--- src/alpc_pkg.sv ---
// package of constants and types for the access level protection checker
package alpc_pkg;
   localparam int ALPC_AW = 32;
   localparam int ALPC_LW = 3;
   localparam int ALPC_DTW = 2;
   // descriptor types
   localparam logic [1:0] ALPC_DT_INVALID = 2'h0;
   localparam logic [1:0] ALPC_DT_PAGE = 2'h1;
   // level count select codes
   localparam logic [1:0] ALPC_LC_ONE = 2'h1;
   localparam logic [1:0] ALPC_LC_TWO = 2'h2;
   localparam logic [1:0] ALPC_LC_THREE = 2'h3;
   // function code space codes
   localparam logic [2:0] ALPC_FC_UDATA = 3'h1;
   localparam logic [2:0] ALPC_FC_UPROG = 3'h2;
   localparam logic [2:0] ALPC_FC_SDATA = 3'h5;
   localparam logic [2:0] ALPC_FC_SPROG = 3'h6;
   localparam int ALPC_FC_S_BIT = 2;
   // apb register byte offsets
   localparam logic [7:0] ALPC_OFF_CTRL = 8'h00;
   localparam logic [7:0] ALPC_OFF_LEVEL = 8'h04;
   localparam logic [7:0] ALPC_OFF_STAT = 8'h08;
   localparam logic [7:0] ALPC_OFF_MASK = 8'h0C;
   localparam logic [7:0] ALPC_OFF_FCT = 8'h10;
   localparam logic [7:0] ALPC_OFF_LAST = 8'h14;
   // control register fields
   localparam int ALPC_CTL_EN = 0;
   localparam int ALPC_CTL_FCL = 1;
   localparam int ALPC_CTL_LC = 2;
   localparam int ALPC_CTL_GRANT = 4;
   // status events
   localparam int ALPC_NEV = 4;
   localparam int ALPC_EV_INV = 0;
   localparam int ALPC_EV_LEVEL = 1;
   localparam int ALPC_EV_PRIV = 2;
   localparam int ALPC_EV_CALL = 3;
   // fault causes
   typedef enum logic [2:0] {
      ALPC_F_NONE = 3'h0,
      ALPC_F_INVALID = 3'h1,
      ALPC_F_LEVEL = 3'h2,
      ALPC_F_SUPER = 3'h3,
      ALPC_F_WRITE = 3'h4,
      ALPC_F_ENTRY = 3'h5
   } alpc_fault_t;
   localparam logic [2:0] ALPC_LVL_RST = 3'h0;
   localparam logic [31:0] ALPC_ZERO32 = 32'h0000_0000;
endpackage

--- src/alpc_walk_acc.sv ---
// accumulates protection attributes over the descriptors of one table walk
`timescale 1ns/10ps
module alpc_walk_acc
   import alpc_pkg::*;
(
   input wire logic pclk,
   input wire logic presetn,
   input wire logic walk_start,
   input wire logic desc_valid,
   input wire logic [1:0] desc_type,
   input wire logic desc_long,
   input wire logic desc_super,
   input wire logic desc_wp,
   input wire logic [2:0] read_level_field,
   input wire logic [2:0] write_level_field,
   input wire logic [2:0] addr_level,
   output logic acc_err,
   output logic acc_wp,
   output logic acc_super
);
   logic err_d;
   logic wp_d;
   logic sup_d;
   always_comb begin
      err_d = walk_start ? 1'b0 : acc_err;
      wp_d = walk_start ? 1'b0 : acc_wp;
      sup_d = walk_start ? 1'b0 : acc_super;
      if (desc_valid) begin
         // invalid type sets the walk error for page or whole range; later descriptors still accumulate
         if (desc_type == ALPC_DT_INVALID) begin
            err_d = 1'b1;
         end
         if (desc_wp) begin
            wp_d = 1'b1;
         end
         if (desc_long) begin
            if (read_level_field < addr_level) begin
               err_d = 1'b1;
            end
            if (write_level_field < addr_level) begin
               wp_d = 1'b1;
            end
            if (desc_super) begin
               sup_d = 1'b1;
            end
         end
      end
   end
   always_ff @(posedge pclk or negedge presetn) begin
      if (!presetn) begin
         acc_err <= 1'b0;
         acc_wp <= 1'b0;
         acc_super <= 1'b0;
      end else begin
         acc_err <= err_d;
         acc_wp <= wp_d;
         acc_super <= sup_d;
      end
   end
endmodule

--- src/alpc_level_cmp.sv ---
// extracts address level bits and compares them to the task level
`timescale 1ns/10ps
module alpc_level_cmp
   import alpc_pkg::*;
(
   input wire logic [31:0] laddr,
   input wire logic [1:0] level_count_select,
   input wire logic [2:0] task_level,
   output logic [2:0] addr_level,
   output logic too_privileged
);
   always_comb begin
      unique case (level_count_select)
         ALPC_LC_ONE: addr_level = {2'h0, laddr[ALPC_AW-1]};
         ALPC_LC_TWO: addr_level = {1'h0, laddr[ALPC_AW-1 -: 2]};
         ALPC_LC_THREE: addr_level = laddr[ALPC_AW-1 -: 3];
         default: addr_level = 3'h0;
      endcase
      // smaller value means more privilege; unsigned compare
      too_privileged = addr_level < task_level;
   end
endmodule

--- src/alpc_top.sv ---
// access level protection checker with apb registers and interrupt
//
// Register access over APB and the register offsets were decided locally.
`timescale 1ns/10ps
// Notes on behaviour
// - no translation is produced through a descriptor of invalid type; the access is denied.
// - an invalid type denies one page in a page descriptor and a whole range in a table pointer.
// - a supervisor-only flag lets only supervisor accesses reach the area.
// - a write-protect flag refuses writes from user and supervisor but allows reads.
// - with both flags an area is readable only by supervisor and writable by nobody.
// - with function code lookup on, data references take the user or supervisor data branch.
// - with function code lookup on, program references take the user or supervisor program branch.
// - two, four or eight levels are selectable within the user space.
// - a task at level n reaches areas of level n or less privilege and no more privileged ones.
// - a smaller level value is more privileged, level zero the most.
// - reads and writes are restricted separately, only in user space, by the task level; here walk level faults deny supervisor and dma cycles too.
// - module call and return change the task level only as the operating system allows.
// - the level count selects one, two or three level bits from the top of the address.
// - enabled user cycles whose address level is below the task level end in bus error.
// - on a walk a lower read level in a long descriptor sets the entry error flag, a lower write level there or wp sets its wp.
// - supervisor and dma cycles skip the task level check, but walks still check level fields.
module alpc_top
   import alpc_pkg::*;
(
   input wire logic pclk,
   input wire logic presetn,
   input wire logic psel,
   input wire logic penable,
   input wire logic pwrite,
   input wire logic [7:0] paddr,
   input wire logic [31:0] pwdata,
   output logic [31:0] prdata,
   output logic pready,
   output logic pslverr,
   input wire logic cyc_valid,
   input wire logic [31:0] cyc_laddr,
   input wire logic [2:0] cyc_fc,
   input wire logic supervisor_space_code,
   input wire logic dma_space_code,
   input wire logic cyc_write,
   input wire logic entry_hit,
   input wire logic entry_error_flag,
   input wire logic entry_wp,
   input wire logic entry_super,
   input wire logic walk_start,
   input wire logic desc_valid,
   input wire logic [1:0] desc_type,
   input wire logic desc_long,
   input wire logic desc_super,
   input wire logic desc_wp,
   input wire logic [2:0] read_level_field,
   input wire logic [2:0] write_level_field,
   input wire logic walk_done,
   input wire logic module_call_instr,
   input wire logic module_return_instr,
   input wire logic [2:0] call_target_level,
   output logic cyc_done,
   output logic cyc_bus_error,
   output logic [1:0] branch_sel,
   output logic walk_entry_valid,
   output logic walk_entry_error,
   output logic walk_entry_wp,
   output logic walk_entry_super,
   output logic irq
);
   logic ctl_en_q;
   logic ctl_fcl_q;
   logic [1:0] ctl_lc_q;
   logic [2:0] task_level_q;
   logic [2:0] ret_level_q;
   logic [ALPC_NEV-1:0] stat_q;
   logic [ALPC_NEV-1:0] mask_q;
   logic [7:0] fct_q;
   alpc_fault_t last_fault_q;
   logic [2:0] addr_level;
   logic too_priv;
   logic [2:0] walk_level;
   logic acc_err;
   logic acc_wp;
   logic acc_super;
   logic [ALPC_NEV-1:0] ev;
   logic apb_wr;
   logic apb_rd;
   logic is_super;
   logic lvl_checked;
   logic lvl_fault;
   logic inv_fault;
   logic priv_fault;
   logic call_ok;
   logic grant_q;
   alpc_fault_t fault_d;

   alpc_level_cmp u_cmp (
      .laddr(cyc_laddr),
      .level_count_select(ctl_lc_q),
      .task_level(task_level_q),
      .addr_level(addr_level),
      .too_privileged(too_priv)
   );

   // with the mechanism off no field can lie below level zero, so a walk raises no level fault
   assign walk_level = ctl_en_q ? addr_level : 3'h0;

   alpc_walk_acc u_walk (
      .pclk(pclk),
      .presetn(presetn),
      .walk_start(walk_start),
      .desc_valid(desc_valid),
      .desc_type(desc_type),
      .desc_long(desc_long),
      .desc_super(desc_super),
      .desc_wp(desc_wp),
      .read_level_field(read_level_field),
      .write_level_field(ctl_en_q ? write_level_field : 3'h7),
      .addr_level(walk_level),
      .acc_err(acc_err),
      .acc_wp(acc_wp),
      .acc_super(acc_super)
   );

   assign is_super = supervisor_space_code | cyc_fc[ALPC_FC_S_BIT];
   // dma walks still check level fields, only the task check is skipped
   assign lvl_checked = ctl_en_q & ~supervisor_space_code & ~dma_space_code;
   assign lvl_fault = lvl_checked & too_priv;
   assign inv_fault = entry_hit & entry_error_flag;
   // supervisor-only blocks user; wp blocks writes from both; together: supervisor read only
   assign priv_fault = entry_hit & ((entry_super & ~is_super) | (entry_wp & cyc_write));

   always_comb begin
      if (lvl_fault) begin
         fault_d = ALPC_F_LEVEL;
      end else if (inv_fault) begin
         fault_d = ALPC_F_INVALID;
      end else if (entry_hit & entry_super & ~is_super) begin
         fault_d = ALPC_F_SUPER;
      end else if (priv_fault) begin
         fault_d = ALPC_F_WRITE;
      end else begin
         fault_d = ALPC_F_NONE;
      end
   end

   // cycle result: one pulse per valid cycle
   always_ff @(posedge pclk or negedge presetn) begin
      if (!presetn) begin
         cyc_done <= 1'b0;
         cyc_bus_error <= 1'b0;
         last_fault_q <= ALPC_F_NONE;
      end else begin
         cyc_done <= cyc_valid;
         cyc_bus_error <= cyc_valid & (fault_d != ALPC_F_NONE);
         if (cyc_valid & (fault_d != ALPC_F_NONE)) begin
            last_fault_q <= fault_d;
         end
      end
   end

   // table branch selection through the function code table
   always_ff @(posedge pclk or negedge presetn) begin
      if (!presetn) begin
         branch_sel <= 2'h0;
      end else if (cyc_valid) begin
         if (!ctl_fcl_q) begin
            branch_sel <= 2'h0;
         end else begin
            unique case (cyc_fc)
               ALPC_FC_UDATA: branch_sel <= fct_q[1:0];
               ALPC_FC_SDATA: branch_sel <= fct_q[5:4];
               ALPC_FC_UPROG: branch_sel <= fct_q[3:2];
               ALPC_FC_SPROG: branch_sel <= fct_q[7:6];
               default: branch_sel <= 2'h0;
            endcase
         end
      end
   end

   // walk result handed to the translation cache one cycle after walk_done
   always_ff @(posedge pclk or negedge presetn) begin
      if (!presetn) begin
         walk_entry_valid <= 1'b0;
         walk_entry_error <= 1'b0;
         walk_entry_wp <= 1'b0;
         walk_entry_super <= 1'b0;
      end else begin
         walk_entry_valid <= walk_done;
         if (walk_done) begin
            walk_entry_error <= acc_err;
            walk_entry_wp <= acc_wp;
            walk_entry_super <= acc_super;
         end
      end
   end

   // module call may only raise privilege from a supervisor cycle or when software has granted it
   assign call_ok = module_call_instr & (is_super | grant_q);

   always_ff @(posedge pclk or negedge presetn) begin
      if (!presetn) begin
         task_level_q <= ALPC_LVL_RST;
         ret_level_q <= ALPC_LVL_RST;
      end else if (apb_wr && paddr == ALPC_OFF_LEVEL) begin
         task_level_q <= pwdata[2:0];
      end else if (call_ok && call_target_level <= task_level_q) begin
         ret_level_q <= task_level_q;
         task_level_q <= call_target_level;
      end else if (module_return_instr && ret_level_q >= task_level_q) begin
         task_level_q <= ret_level_q;
      end
   end

   assign ev[ALPC_EV_INV] = cyc_valid & inv_fault;
   assign ev[ALPC_EV_LEVEL] = cyc_valid & lvl_fault;
   assign ev[ALPC_EV_PRIV] = cyc_valid & priv_fault;
   assign ev[ALPC_EV_CALL] = module_call_instr & ~call_ok;

   // apb: zero wait state; reads sampled in setup so data stands with pready, writes taken in access
   assign apb_wr = psel & penable & pwrite;
   assign apb_rd = psel & ~penable & ~pwrite;

   always_ff @(posedge pclk or negedge presetn) begin
      if (!presetn) begin
         ctl_en_q <= 1'b0;
         ctl_fcl_q <= 1'b0;
         ctl_lc_q <= ALPC_LC_ONE;
         grant_q <= 1'b0;
         mask_q <= '0;
         fct_q <= 8'h00;
      end else if (apb_wr) begin
         if (paddr == ALPC_OFF_CTRL) begin
            ctl_en_q <= pwdata[ALPC_CTL_EN];
            ctl_fcl_q <= pwdata[ALPC_CTL_FCL];
            // code zero is not a legal count; keep the old one
            if (pwdata[ALPC_CTL_LC +: 2] != 2'h0) begin
               ctl_lc_q <= pwdata[ALPC_CTL_LC +: 2];
            end
            grant_q <= pwdata[ALPC_CTL_GRANT];
         end
         if (paddr == ALPC_OFF_MASK) begin
            mask_q <= pwdata[ALPC_NEV-1:0];
         end
         if (paddr == ALPC_OFF_FCT) begin
            fct_q <= pwdata[7:0];
         end
      end
   end

   // sticky status: a new event wins over a write-one clear in the same cycle
   always_ff @(posedge pclk or negedge presetn) begin
      if (!presetn) begin
         stat_q <= '0;
      end else begin
         stat_q <= (stat_q & ~((apb_wr && paddr == ALPC_OFF_STAT) ? pwdata[ALPC_NEV-1:0] : '0)) | ev;
      end
   end

   always_ff @(posedge pclk or negedge presetn) begin
      if (!presetn) begin
         irq <= 1'b0;
      end else begin
         irq <= |(((stat_q & ~((apb_wr && paddr == ALPC_OFF_STAT) ? pwdata[ALPC_NEV-1:0] : '0)) | ev) & mask_q);
      end
   end

   always_ff @(posedge pclk or negedge presetn) begin
      if (!presetn) begin
         prdata <= ALPC_ZERO32;
         pready <= 1'b0;
         pslverr <= 1'b0;
      end else begin
         pready <= psel & ~penable;
         pslverr <= psel & ~penable & (paddr > ALPC_OFF_LAST || paddr[1:0] != 2'h0);
         if (apb_rd) begin
            unique case (paddr)
               ALPC_OFF_CTRL: prdata <= {27'h0, grant_q, ctl_lc_q, ctl_fcl_q, ctl_en_q};
               ALPC_OFF_LEVEL: prdata <= {29'h0, task_level_q};
               ALPC_OFF_STAT: prdata <= {28'h0, stat_q};
               ALPC_OFF_MASK: prdata <= {28'h0, mask_q};
               ALPC_OFF_FCT: prdata <= {24'h0, fct_q};
               ALPC_OFF_LAST: prdata <= {29'h0, last_fault_q};
               default: prdata <= ALPC_ZERO32;
            endcase
         end
      end
   end
endmodule

--- config.mk ---
export PLATFORM = sky130hd
export DESIGN_NAME = alpc_top
export DESIGN_NICKNAME = d
export VERILOG_FILES = /design/src/alpc_pkg.sv /design/src/alpc_walk_acc.sv /design/src/alpc_level_cmp.sv /design/src/alpc_top.sv
export SDC_FILE = /design/constraint.sdc
export NUM_CORES = 1
export LEC_CHECK = 0
export ABC_AREA = 1
export BUFFER_PORTS_ARGS = -buffer_cell sky130_fd_sc_hd__buf_4
export CAP_MARGIN = 5
export CORE_UTILIZATION = 30
export CTS_BUF_LIST = sky130_fd_sc_hd__clkbuf_4 sky130_fd_sc_hd__clkbuf_8
export DETAILED_ROUTE_END_ITERATION = 16
export PLACE_DENSITY = 0.53
export SKIP_LAST_GASP = 1
export SYNTH_ARGS = -nofsm -noshare
export SYNTH_HDL_FRONTEND = slang
export SYNTH_SLANG_ARGS = --single-unit
--- constraint.sdc ---
create_clock -name pclk -period 4 [get_ports pclk]
set_clock_uncertainty 0.05 [all_clocks]
set_input_delay 0.6 -clock pclk [delete_from_list [all_inputs] [get_ports pclk]]
set_output_delay 0.6 -clock pclk [all_outputs]
set_load 0.02 [all_outputs]
# After elaboration in Yosys (flattened, before gate mapping)
# Cells that the tools add are included.
# totals
regBits,76
input_bits,107
output_inout_bits,43
wordCells,121
# op_classes
order_cmp,6
eq_ne,12
n_mux,28
bitwise,34
reduce_logical,17
# ops
operator,n
$pmux 8 s6,1
$mux 3,9
$and 1x1->1,20
$eq 8x4->1 const B,2
$eq 8x5->1 const B,2
$mux 1,14
$lt 3x3->1,3
$pmux 3 s3,1
$and 4x4->4,2
$eq 8x3->1 const B,1
$gt 8x5->1 const B,1
$logic_not 8->1,1
$pmux 2 s4,1
$reduce_and 2->1,4
$not 1->1,7
$eq 3x3->1 const B,2
$reduce_bool 3->1,2
$eq 2x2->1 const B,2
$logic_and 1x1->1,4
$mux 4,1
$not 4->4,1
$or 4x4->4,1
$reduce_bool 2->1,2
$reduce_or 4->1,1
other kinds (10),12

# Longest topological paths before layout
# Gate-level depths: netlist of the first run.
# depth
word_depth,11
depth_mapped,11
mapped_depth_nobuf,11

# By module
# From an unflattened synthesis of the first run, not the netlist that was laid out.
# unflattened
cells_unflattened,406
hier_area_um2,3269.4
# by_module_without_submodules
mod,n_inst,cells_per_inst,area_per_inst_um2,seq_area_each_um2
alpc_top,1,344,2890.3,1227.4
alpc_walk_acc,1,43,271.5,75.1
alpc_level_cmp,1,19,107.6,0.0

# Worst setup path after synthesis of the first run
# Ideal clock, no wire load.
# synth_timing
path_type,flip-flop to flip-flop
start,register ctl_lc_q[0]
end,register last_fault_q[1]
setup_ns,0.065
arrival_time_ns,1.667
t_required_ns,3.885
setup_slack_ns,2.217
path_stages_with_launch,11
n_path_buf,0
period_less_slack_ns,1.783
cell_sequence,dfstp_2 inv_1 nor3_1 ha_1 nand2_1 nand3_1 nor2_1 nand3_2 nand3_1 nand2_1 nand2_1
# synth_via
elab_chain_cells,7
word_cells_on_any_way,9
cone_classes,1 x order compare; 3 x eq/ne; 2 x mux; 2 x bitwise; 1 x reduce/logical
# synth_rtl
element,line,source
from (decl),alpc_top.sv:68,logic [1:0] ctl_lc_q;
from (signal assigned),alpc_top.sv:234,ctl_lc_q <= pwdata[ALPC_CTL_LC +: 2];
$eq 2x2->1 / $eq 2x1->1 (equally long branches),alpc_level_cmp.sv:13,unique case (level_count_select)
$pmux 3 s3 (*),alpc_level_cmp.sv:13,
$lt 3x3->1 (*),alpc_level_cmp.sv:20,too_privileged = addr_level < task_level;
$and 1x1->1 (*),alpc_top.sv:124,assign lvl_fault = lvl_checked & too_priv;
$mux 3 (*),alpc_top.sv:130,if (lvl_fault) begin
$reduce_bool 3->1,alpc_top.sv:152,if (cyc_valid & (fault_d != ALPC_F_NONE)) begin
$and 1x1->1,alpc_top.sv:152,
to (signal assigned),alpc_top.sv:153,last_fault_q <= fault_d;
to (decl),alpc_top.sv:74,alpc_fault_t last_fault_q;
# Mark *: on every way between the ends. The rest lies on a longest branch, timed or not.
# A chain may end at the register's enable or synchronous reset.

# Worst setup path after layout of the first run
# Same ends and word-level chain as after synthesis.

==> flow_summary.toml, run 1 <==
[setup_path]
crit_arrival_ns = 2.32
worstSetupPathType = "register to register"
required_ns = 4.20
slowest_delay_ns = 0.59
crit_family = "simple AND/OR/NAND/NOR gates"
start_kind = "register"
path_buf_inv = 1
cp_slowest_cell = "dfstp_2"
cp_max_fo = 6
worstSetupEndpointType = "register"
path_cells = "inv_1 -> nor3_1 -> ha_1 -> nand2_1 -> nand3_1 -> nor2_1 -> nand3_2 -> nand3_1 -> nand2_1 -> nand2_1"
crit_top_cell = "nand2_1"

[finish]
nets = 591
utilization_pct = 37.6
syn2layout_area_growth_pct = 21.9
antenna_cells = 0
drive_gt1_share_pct = 26.5

[placement]
dp_hpwl_um = 6080
io_buffer_count = 72
gp_congestion = 0.834

[grt]
grt_max_degree = 53
top_usage_layer = "met2"
grt_overflow = 0
grt.total_usage_pct = 14.8
use_met1_pct = 20.0
antenna_found_initial = 0
met3_usage_pct = 2.81
grt_pass1_vias = 2685
grt_pass1_wl_um = 12900
grtUsageMet2_pct = 24.7

[clock_tree]
cts.sinks = 52
clk_latency_ns = 0.31
cts_buffer_depth = 2
postCtsResizedCells = 0
cts_hold_buf = 0
root_buffer = "clkbuf_8"
cts_tree = "done"
path_clk_slew_ns = 0.11
cts_setup_buffers = 0
htree_levels = 2
cts_made_buffers = 5

[route]
drt_wl_total_um = 7750
post_drt_wl_per_cell_um = 12.8
via_per_inst = 4.53
drtIter0Drc = 122
final_antenna_net_count = 0
num_vias = 2748
drc = 0
drt-pass1-iter-count = 5

[power_and_ir_drop]
p_per_area_nw_per_um2 = 344
ir_worst_vdd_uv = 230
p_leak_nw = 2.02

[timing]
relSlewSlack_pct = 54.4
tns_ns = 0
period_share_pct = 52.9
finalHoldViolations = 0
period_minus_slack_ns = 2.12
worst_pin_slew_ns = 0.684
max_freq_ghz = 0.473
drv_slew = 0
setup_violations = 0
rsz0062_at_grt = "false"

[synth]
synth_warnings = 0
synth.distinct_cells = 39
syn_area_per_cell_sq_um = 8.08
netlist_area_sq_um = 3180
netlist_instances = 394
ys_ff_latch = 52
seq_area_frac_synth_pct = 40.9
synthTopCellsByArea = "dfrtp_1, nand2_1, buf_4"
yosysTopAreaCellShare_pct = 40.1
yosysTopAreaCell = "dfrtp_1"

[die]
design.die.area_sq_um = 11000
rows = 37
start_util_pct = 30.8
die_w_um = 105
dieHeight_um = 105
core_area_sq_um = 10300
io-pin-count = 150

[run]
drv_cap = 0

[run_status]
status = "complete, no violations"

[worst_hold_path]
hold_class = "input pin to async pin"
-- path summary, 6_finish.rpt --
| kind | start | endpoint | slack [ns] | depth (start not counted) |
|---|---|---|---|---|
| worst min-delay path | presetn | pready | 0.26 | 1 |
| worst max register to register | ctl_lc_q[0] | last_fault_q[1] | 1.88 | 10 |
| worst max-delay path | ctl_lc_q[0] | last_fault_q[1] | 1.88 | 10 |
| max in group asynchronous | presetn | fct_q[4] | 3.17 | 1 |
| min in group pclk | walk_done | walk_entry_valid | 0.39 | 1 |
| worst min register to register | prdata[6] | prdata[6] | 0.44 | 2 |
-- registers in the layout (all words and copies together) (netlist names), 2 cells and up --
signal and cells:
task_level_q 3, stat_q 4, branch_sel 2, last_fault_q 3, mask_q 4, ctl_lc_q 2, fct_q 8, ret_level_q 3
prdata 8
-- area by class of cell --
cell class,instances,area [sq um]
inverters,50,189
clock buffers,6,82.6
multi-input cells,289,1580
repair buffers,72,541
clock inverters,2,13.8
flip-flops and latches,52,1300
fillers,1118,6440
well taps,136,170
-- cell families after synthesis --
group	count (synthesis)	synth area share, %
adders and majority gates	14	5.51
AOI/OAI and AO/OA	56	10.9
buffers and inverters	76	12.1
DFF	52	40.9
muxes	3	1.06
and+or+nand+nor	192	29.4
other	1	0.118
-- synth_stat cells (all sizes together) --
| library cell | number |
|---|---|
| mux2 | 3 |
| conb | 1 |
| nand3 | 40 |
| o2111a | 2 |
| dfrtp | 51 |
| nor3 | 5 |
| dfstp | 1 |
| a21boi | 1 |
| a21o | 1 |
| clkinv | 1 |
| a32o | 2 |
| ha | 14 |
| o31ai | 4 |
| nor4 | 1 |
| inv | 49 |
| o211ai | 1 |
| buf | 26 |
| o21ai | 29 |
| nand2 | 105 |
| or2 | 2 |
| nand4 | 7 |
| o21bai | 3 |
| a21oi | 11 |
| o22ai | 2 |
| nor2 | 32 |
-- power by group --
group          switching (W)  internal (W)
clock               0.000188      0.000142
combinational       0.000240      0.000159
sequential         0.0000316      0.000573
total               0.000459      0.000873
-- per-stage QoR --
step | hold WS [ns] | cells | cell area [sq um] | power, W | setup WS, ns
3_3_place_gp | 0.416 | 599 | 3780 | 0.00101 | 1.90
6_report | 0.260 | 607 | 3880 | 0.00133 | 1.88
4_1_cts | 0.299 | 607 | 3880 | 0.00135 | 1.88
2_1_floorplan | 0.254 | 417 | 3270 | 0.000899 | 2.22
3_5_place_dp | 0.418 | 599 | 3780 | 0.00102 | 1.86
5_1_grt | 0.324 | 607 | 3880 | 0.00143 | 1.64
-- worst register-to-register path, cell delays in order (launching register included) --
cell     delay (ns)
dfstp_2        0.59
inv_1          0.09
nor3_1         0.27
ha_1           0.30
nand2_1        0.06
nand3_1        0.07
nor2_1         0.22
nand3_2        0.18
nand3_1        0.13
nand2_1        0.06
nand2_1        0.05
-- placed cells by master, fill, tap and decap left out, drive strengths merged, types with 2 or more instances in the layout --
cell type  instances
a21oi             11
o21ai             29
clkbuf             6
buf               72
o22ai              2
or2                2
a32o               2
o31ai              4
nand3             40
clkinv             2
conb              24
mux2               3
dfrtp             51
ha                14
o21bai             3
nor2              32
nor3               5
inv               50
nand4              7
o2111a             2
nand2            105
-- per-layer routing --
metal / share of wire (%) / up-vias
met2: 46 / 91
met1: 48 / 1263
met4: 0.77 / 0
li1: - / 1387
met5: 0 / -
met3: 5.2 / 7
Note: power is estimated with default switching activity, not from simulation.
==> run 2, diff against run 1 <==
- clock period: 4 -> 2 ns (I/O delays scaled with it)
==> run 2 against run 1 <==
Sequential power increased by 100%. Via count decreased by 0.62%. Non-clock buffer count increased by 7. Worst hold slack got worse by 0.17 ns. Utilization increased by 1.0 points. Clock power increased by 89%. Register-to-register slack got worse by 1.7 ns. Critical path depth unchanged. Sequential share of layout area decreased by 0.89 points. Global-route usage about the same. Sequential cell count unchanged. Cell count increased by 1.2%.
==> flow_summary.toml, run 2 (same netlist as run 1, synthesis figures left out) <==
[run_status]
status = "complete, no violations"

[grt]
grt_overflow = 0
grt_max_degree = 53
antenna_found_initial = 0
grt.total_usage_pct = 14.8
grt_pass1_wl_um = 12900
grt_pass1_vias = 2679

[route]
num_vias = 2731
drc = 0
drt-pass1-iter-count = 4
drt_wl_total_um = 7650
drtIter0Drc = 111
via_per_inst = 4.45
final_antenna_net_count = 0
post_drt_wl_per_cell_um = 12.5

[die]
core_area_sq_um = 10300
dieHeight_um = 105
design.die.area_sq_um = 11000
start_util_pct = 30.8
rows = 37
die_w_um = 105
io-pin-count = 150

[timing]
max_freq_ghz = 0.539
period_share_pct = 92.8
rsz0062_at_grt = "false"
drv_slew = 0
period_minus_slack_ns = 1.86
fin_hold_ws_ns = 0.0856
setup_violations = 0
relSlewSlack_pct = 54.6
tns_ns = 0
worst_pin_slew_ns = 0.680
finalHoldViolations = 0

[run]
drv_cap = 0

[setup_path]
start_kind = "register"
required_ns = 2.20
worstSetupEndpointType = "register"
cp_max_fo = 2
worstSetupPathType = "register to register"
crit_arrival_ns = 2.05

[finish]
drive_gt1_share_pct = 29.1
syn2layout_area_growth_pct = 25.2
final_cell_mix = "nand2_1, buf_4, dfrtp_1, inv_1, nand3_1"
top_regs = "fct_q (8), prdata (8)"
final_common_cell = "nand2_1"
final_area_sq_um = 3980
nets = 598
utilization_pct = 38.6
antenna_cells = 0

[placement]
io_buffer_count = 72
dp_hpwl_um = 6150
dpl_cell_area_sq_um = 3830
gp_congestion = 0.826

[power_and_ir_drop]
ir_worst_vdd_uv = 263
p_leak_nw = 2.06
p_per_area_nw_per_um2 = 667

[clock_tree]
root_buffer = "clkbuf_8"
clk_latency_ns = 0.30
cts.sinks = 52
cts_tree = "done"
path_clk_slew_ns = 0.09
cts_made_buffers = 5
htree_levels = 2
cts_buffer_depth = 2

[worst_hold_path]
hold_class = "input pin to register"
==> run 2: final timing paths <==
| check | from | to | slack (ns) | cells after the start |
|---|---|---|---|---|
| worst max register to register | ctl_lc_q[0] | u_walk.acc_err | 0.14 | 10 |
| worst min register to register | prdata[4] | prdata[4] | 0.44 | 2 |
| worst max-delay path | ctl_lc_q[0] | u_walk.acc_err | 0.14 | 10 |
| min in group asynchronous | presetn | pready | 0.51 | 2 |
| worst min-delay path | walk_done | walk_entry_valid | 0.09 | 1 |
| max in group asynchronous | presetn | u_walk.acc_err | 0.93 | 2 |
==> run 2: worst max-delay path, stage by stage, from the launching register on <==
cell and delay, ns:
dfstp_2 0.54, inv_1 0.05, nor3_2 0.21, buf_4 0.15, nand2_2 0.07, ha_1 0.30, a21oi_1 0.14, nand2_1 0.07
o21bai_1 0.12, nand2_1 0.06, nand2_1 0.05
==> run 2: what timing repair did <==
item / in CTS / in global routing
hold buffers: 1 / 0
endpoints found under the setup margin: 3 / 9
pin swaps: 0 / 5
endpoints found under the hold margin: 31 / 0
buffers inserted: 0 / 0
gates resized for setup: 1 / 11
==> run 2: per-layer routing <==
layer	track usage (%)	wire length, um	up-vias
met3	2.81	443	4
met4	3.02	34	0
met2	24.2	3560	81
met5	0	0	-
met1	20.3	3610	1241
li1	-	-	1405
==> run 2: cell type report <==
class,count,area [sq um]
Sequential cell,52,1300
Clock buffer,5,68.8
Fill cell,1112,6340
Clock inverter,3,22.5
Tap cell,136,170
Multi-Input combinational cell,289,1640
Inverter,50,189
Timing Repair Buffer,79,596
==> run 2: where the power goes <==
part | internal [W] | leakage (nW) | switching [W]
sequential | 0.00115 | 0.655 | 0.0000638
combinational | 0.000336 | 1.35 | 0.000489
clock | 0.000252 | 0.0485 | 0.000372
==> run 2: per-stage QoR <==
stage | worst slack [ns] | cells | power [W]
final | 0.144 | 614 | 0.00266
after CTS | 0.0422 | 614 | 0.00269
after global routing | 0.00446 | 614 | 0.00286
after floorplan | 0.217 | 417 | 0.00180
after global placement | 0.00776 | 605 | 0.00203
after detailed placement | -0.0299 | 605 | 0.00205
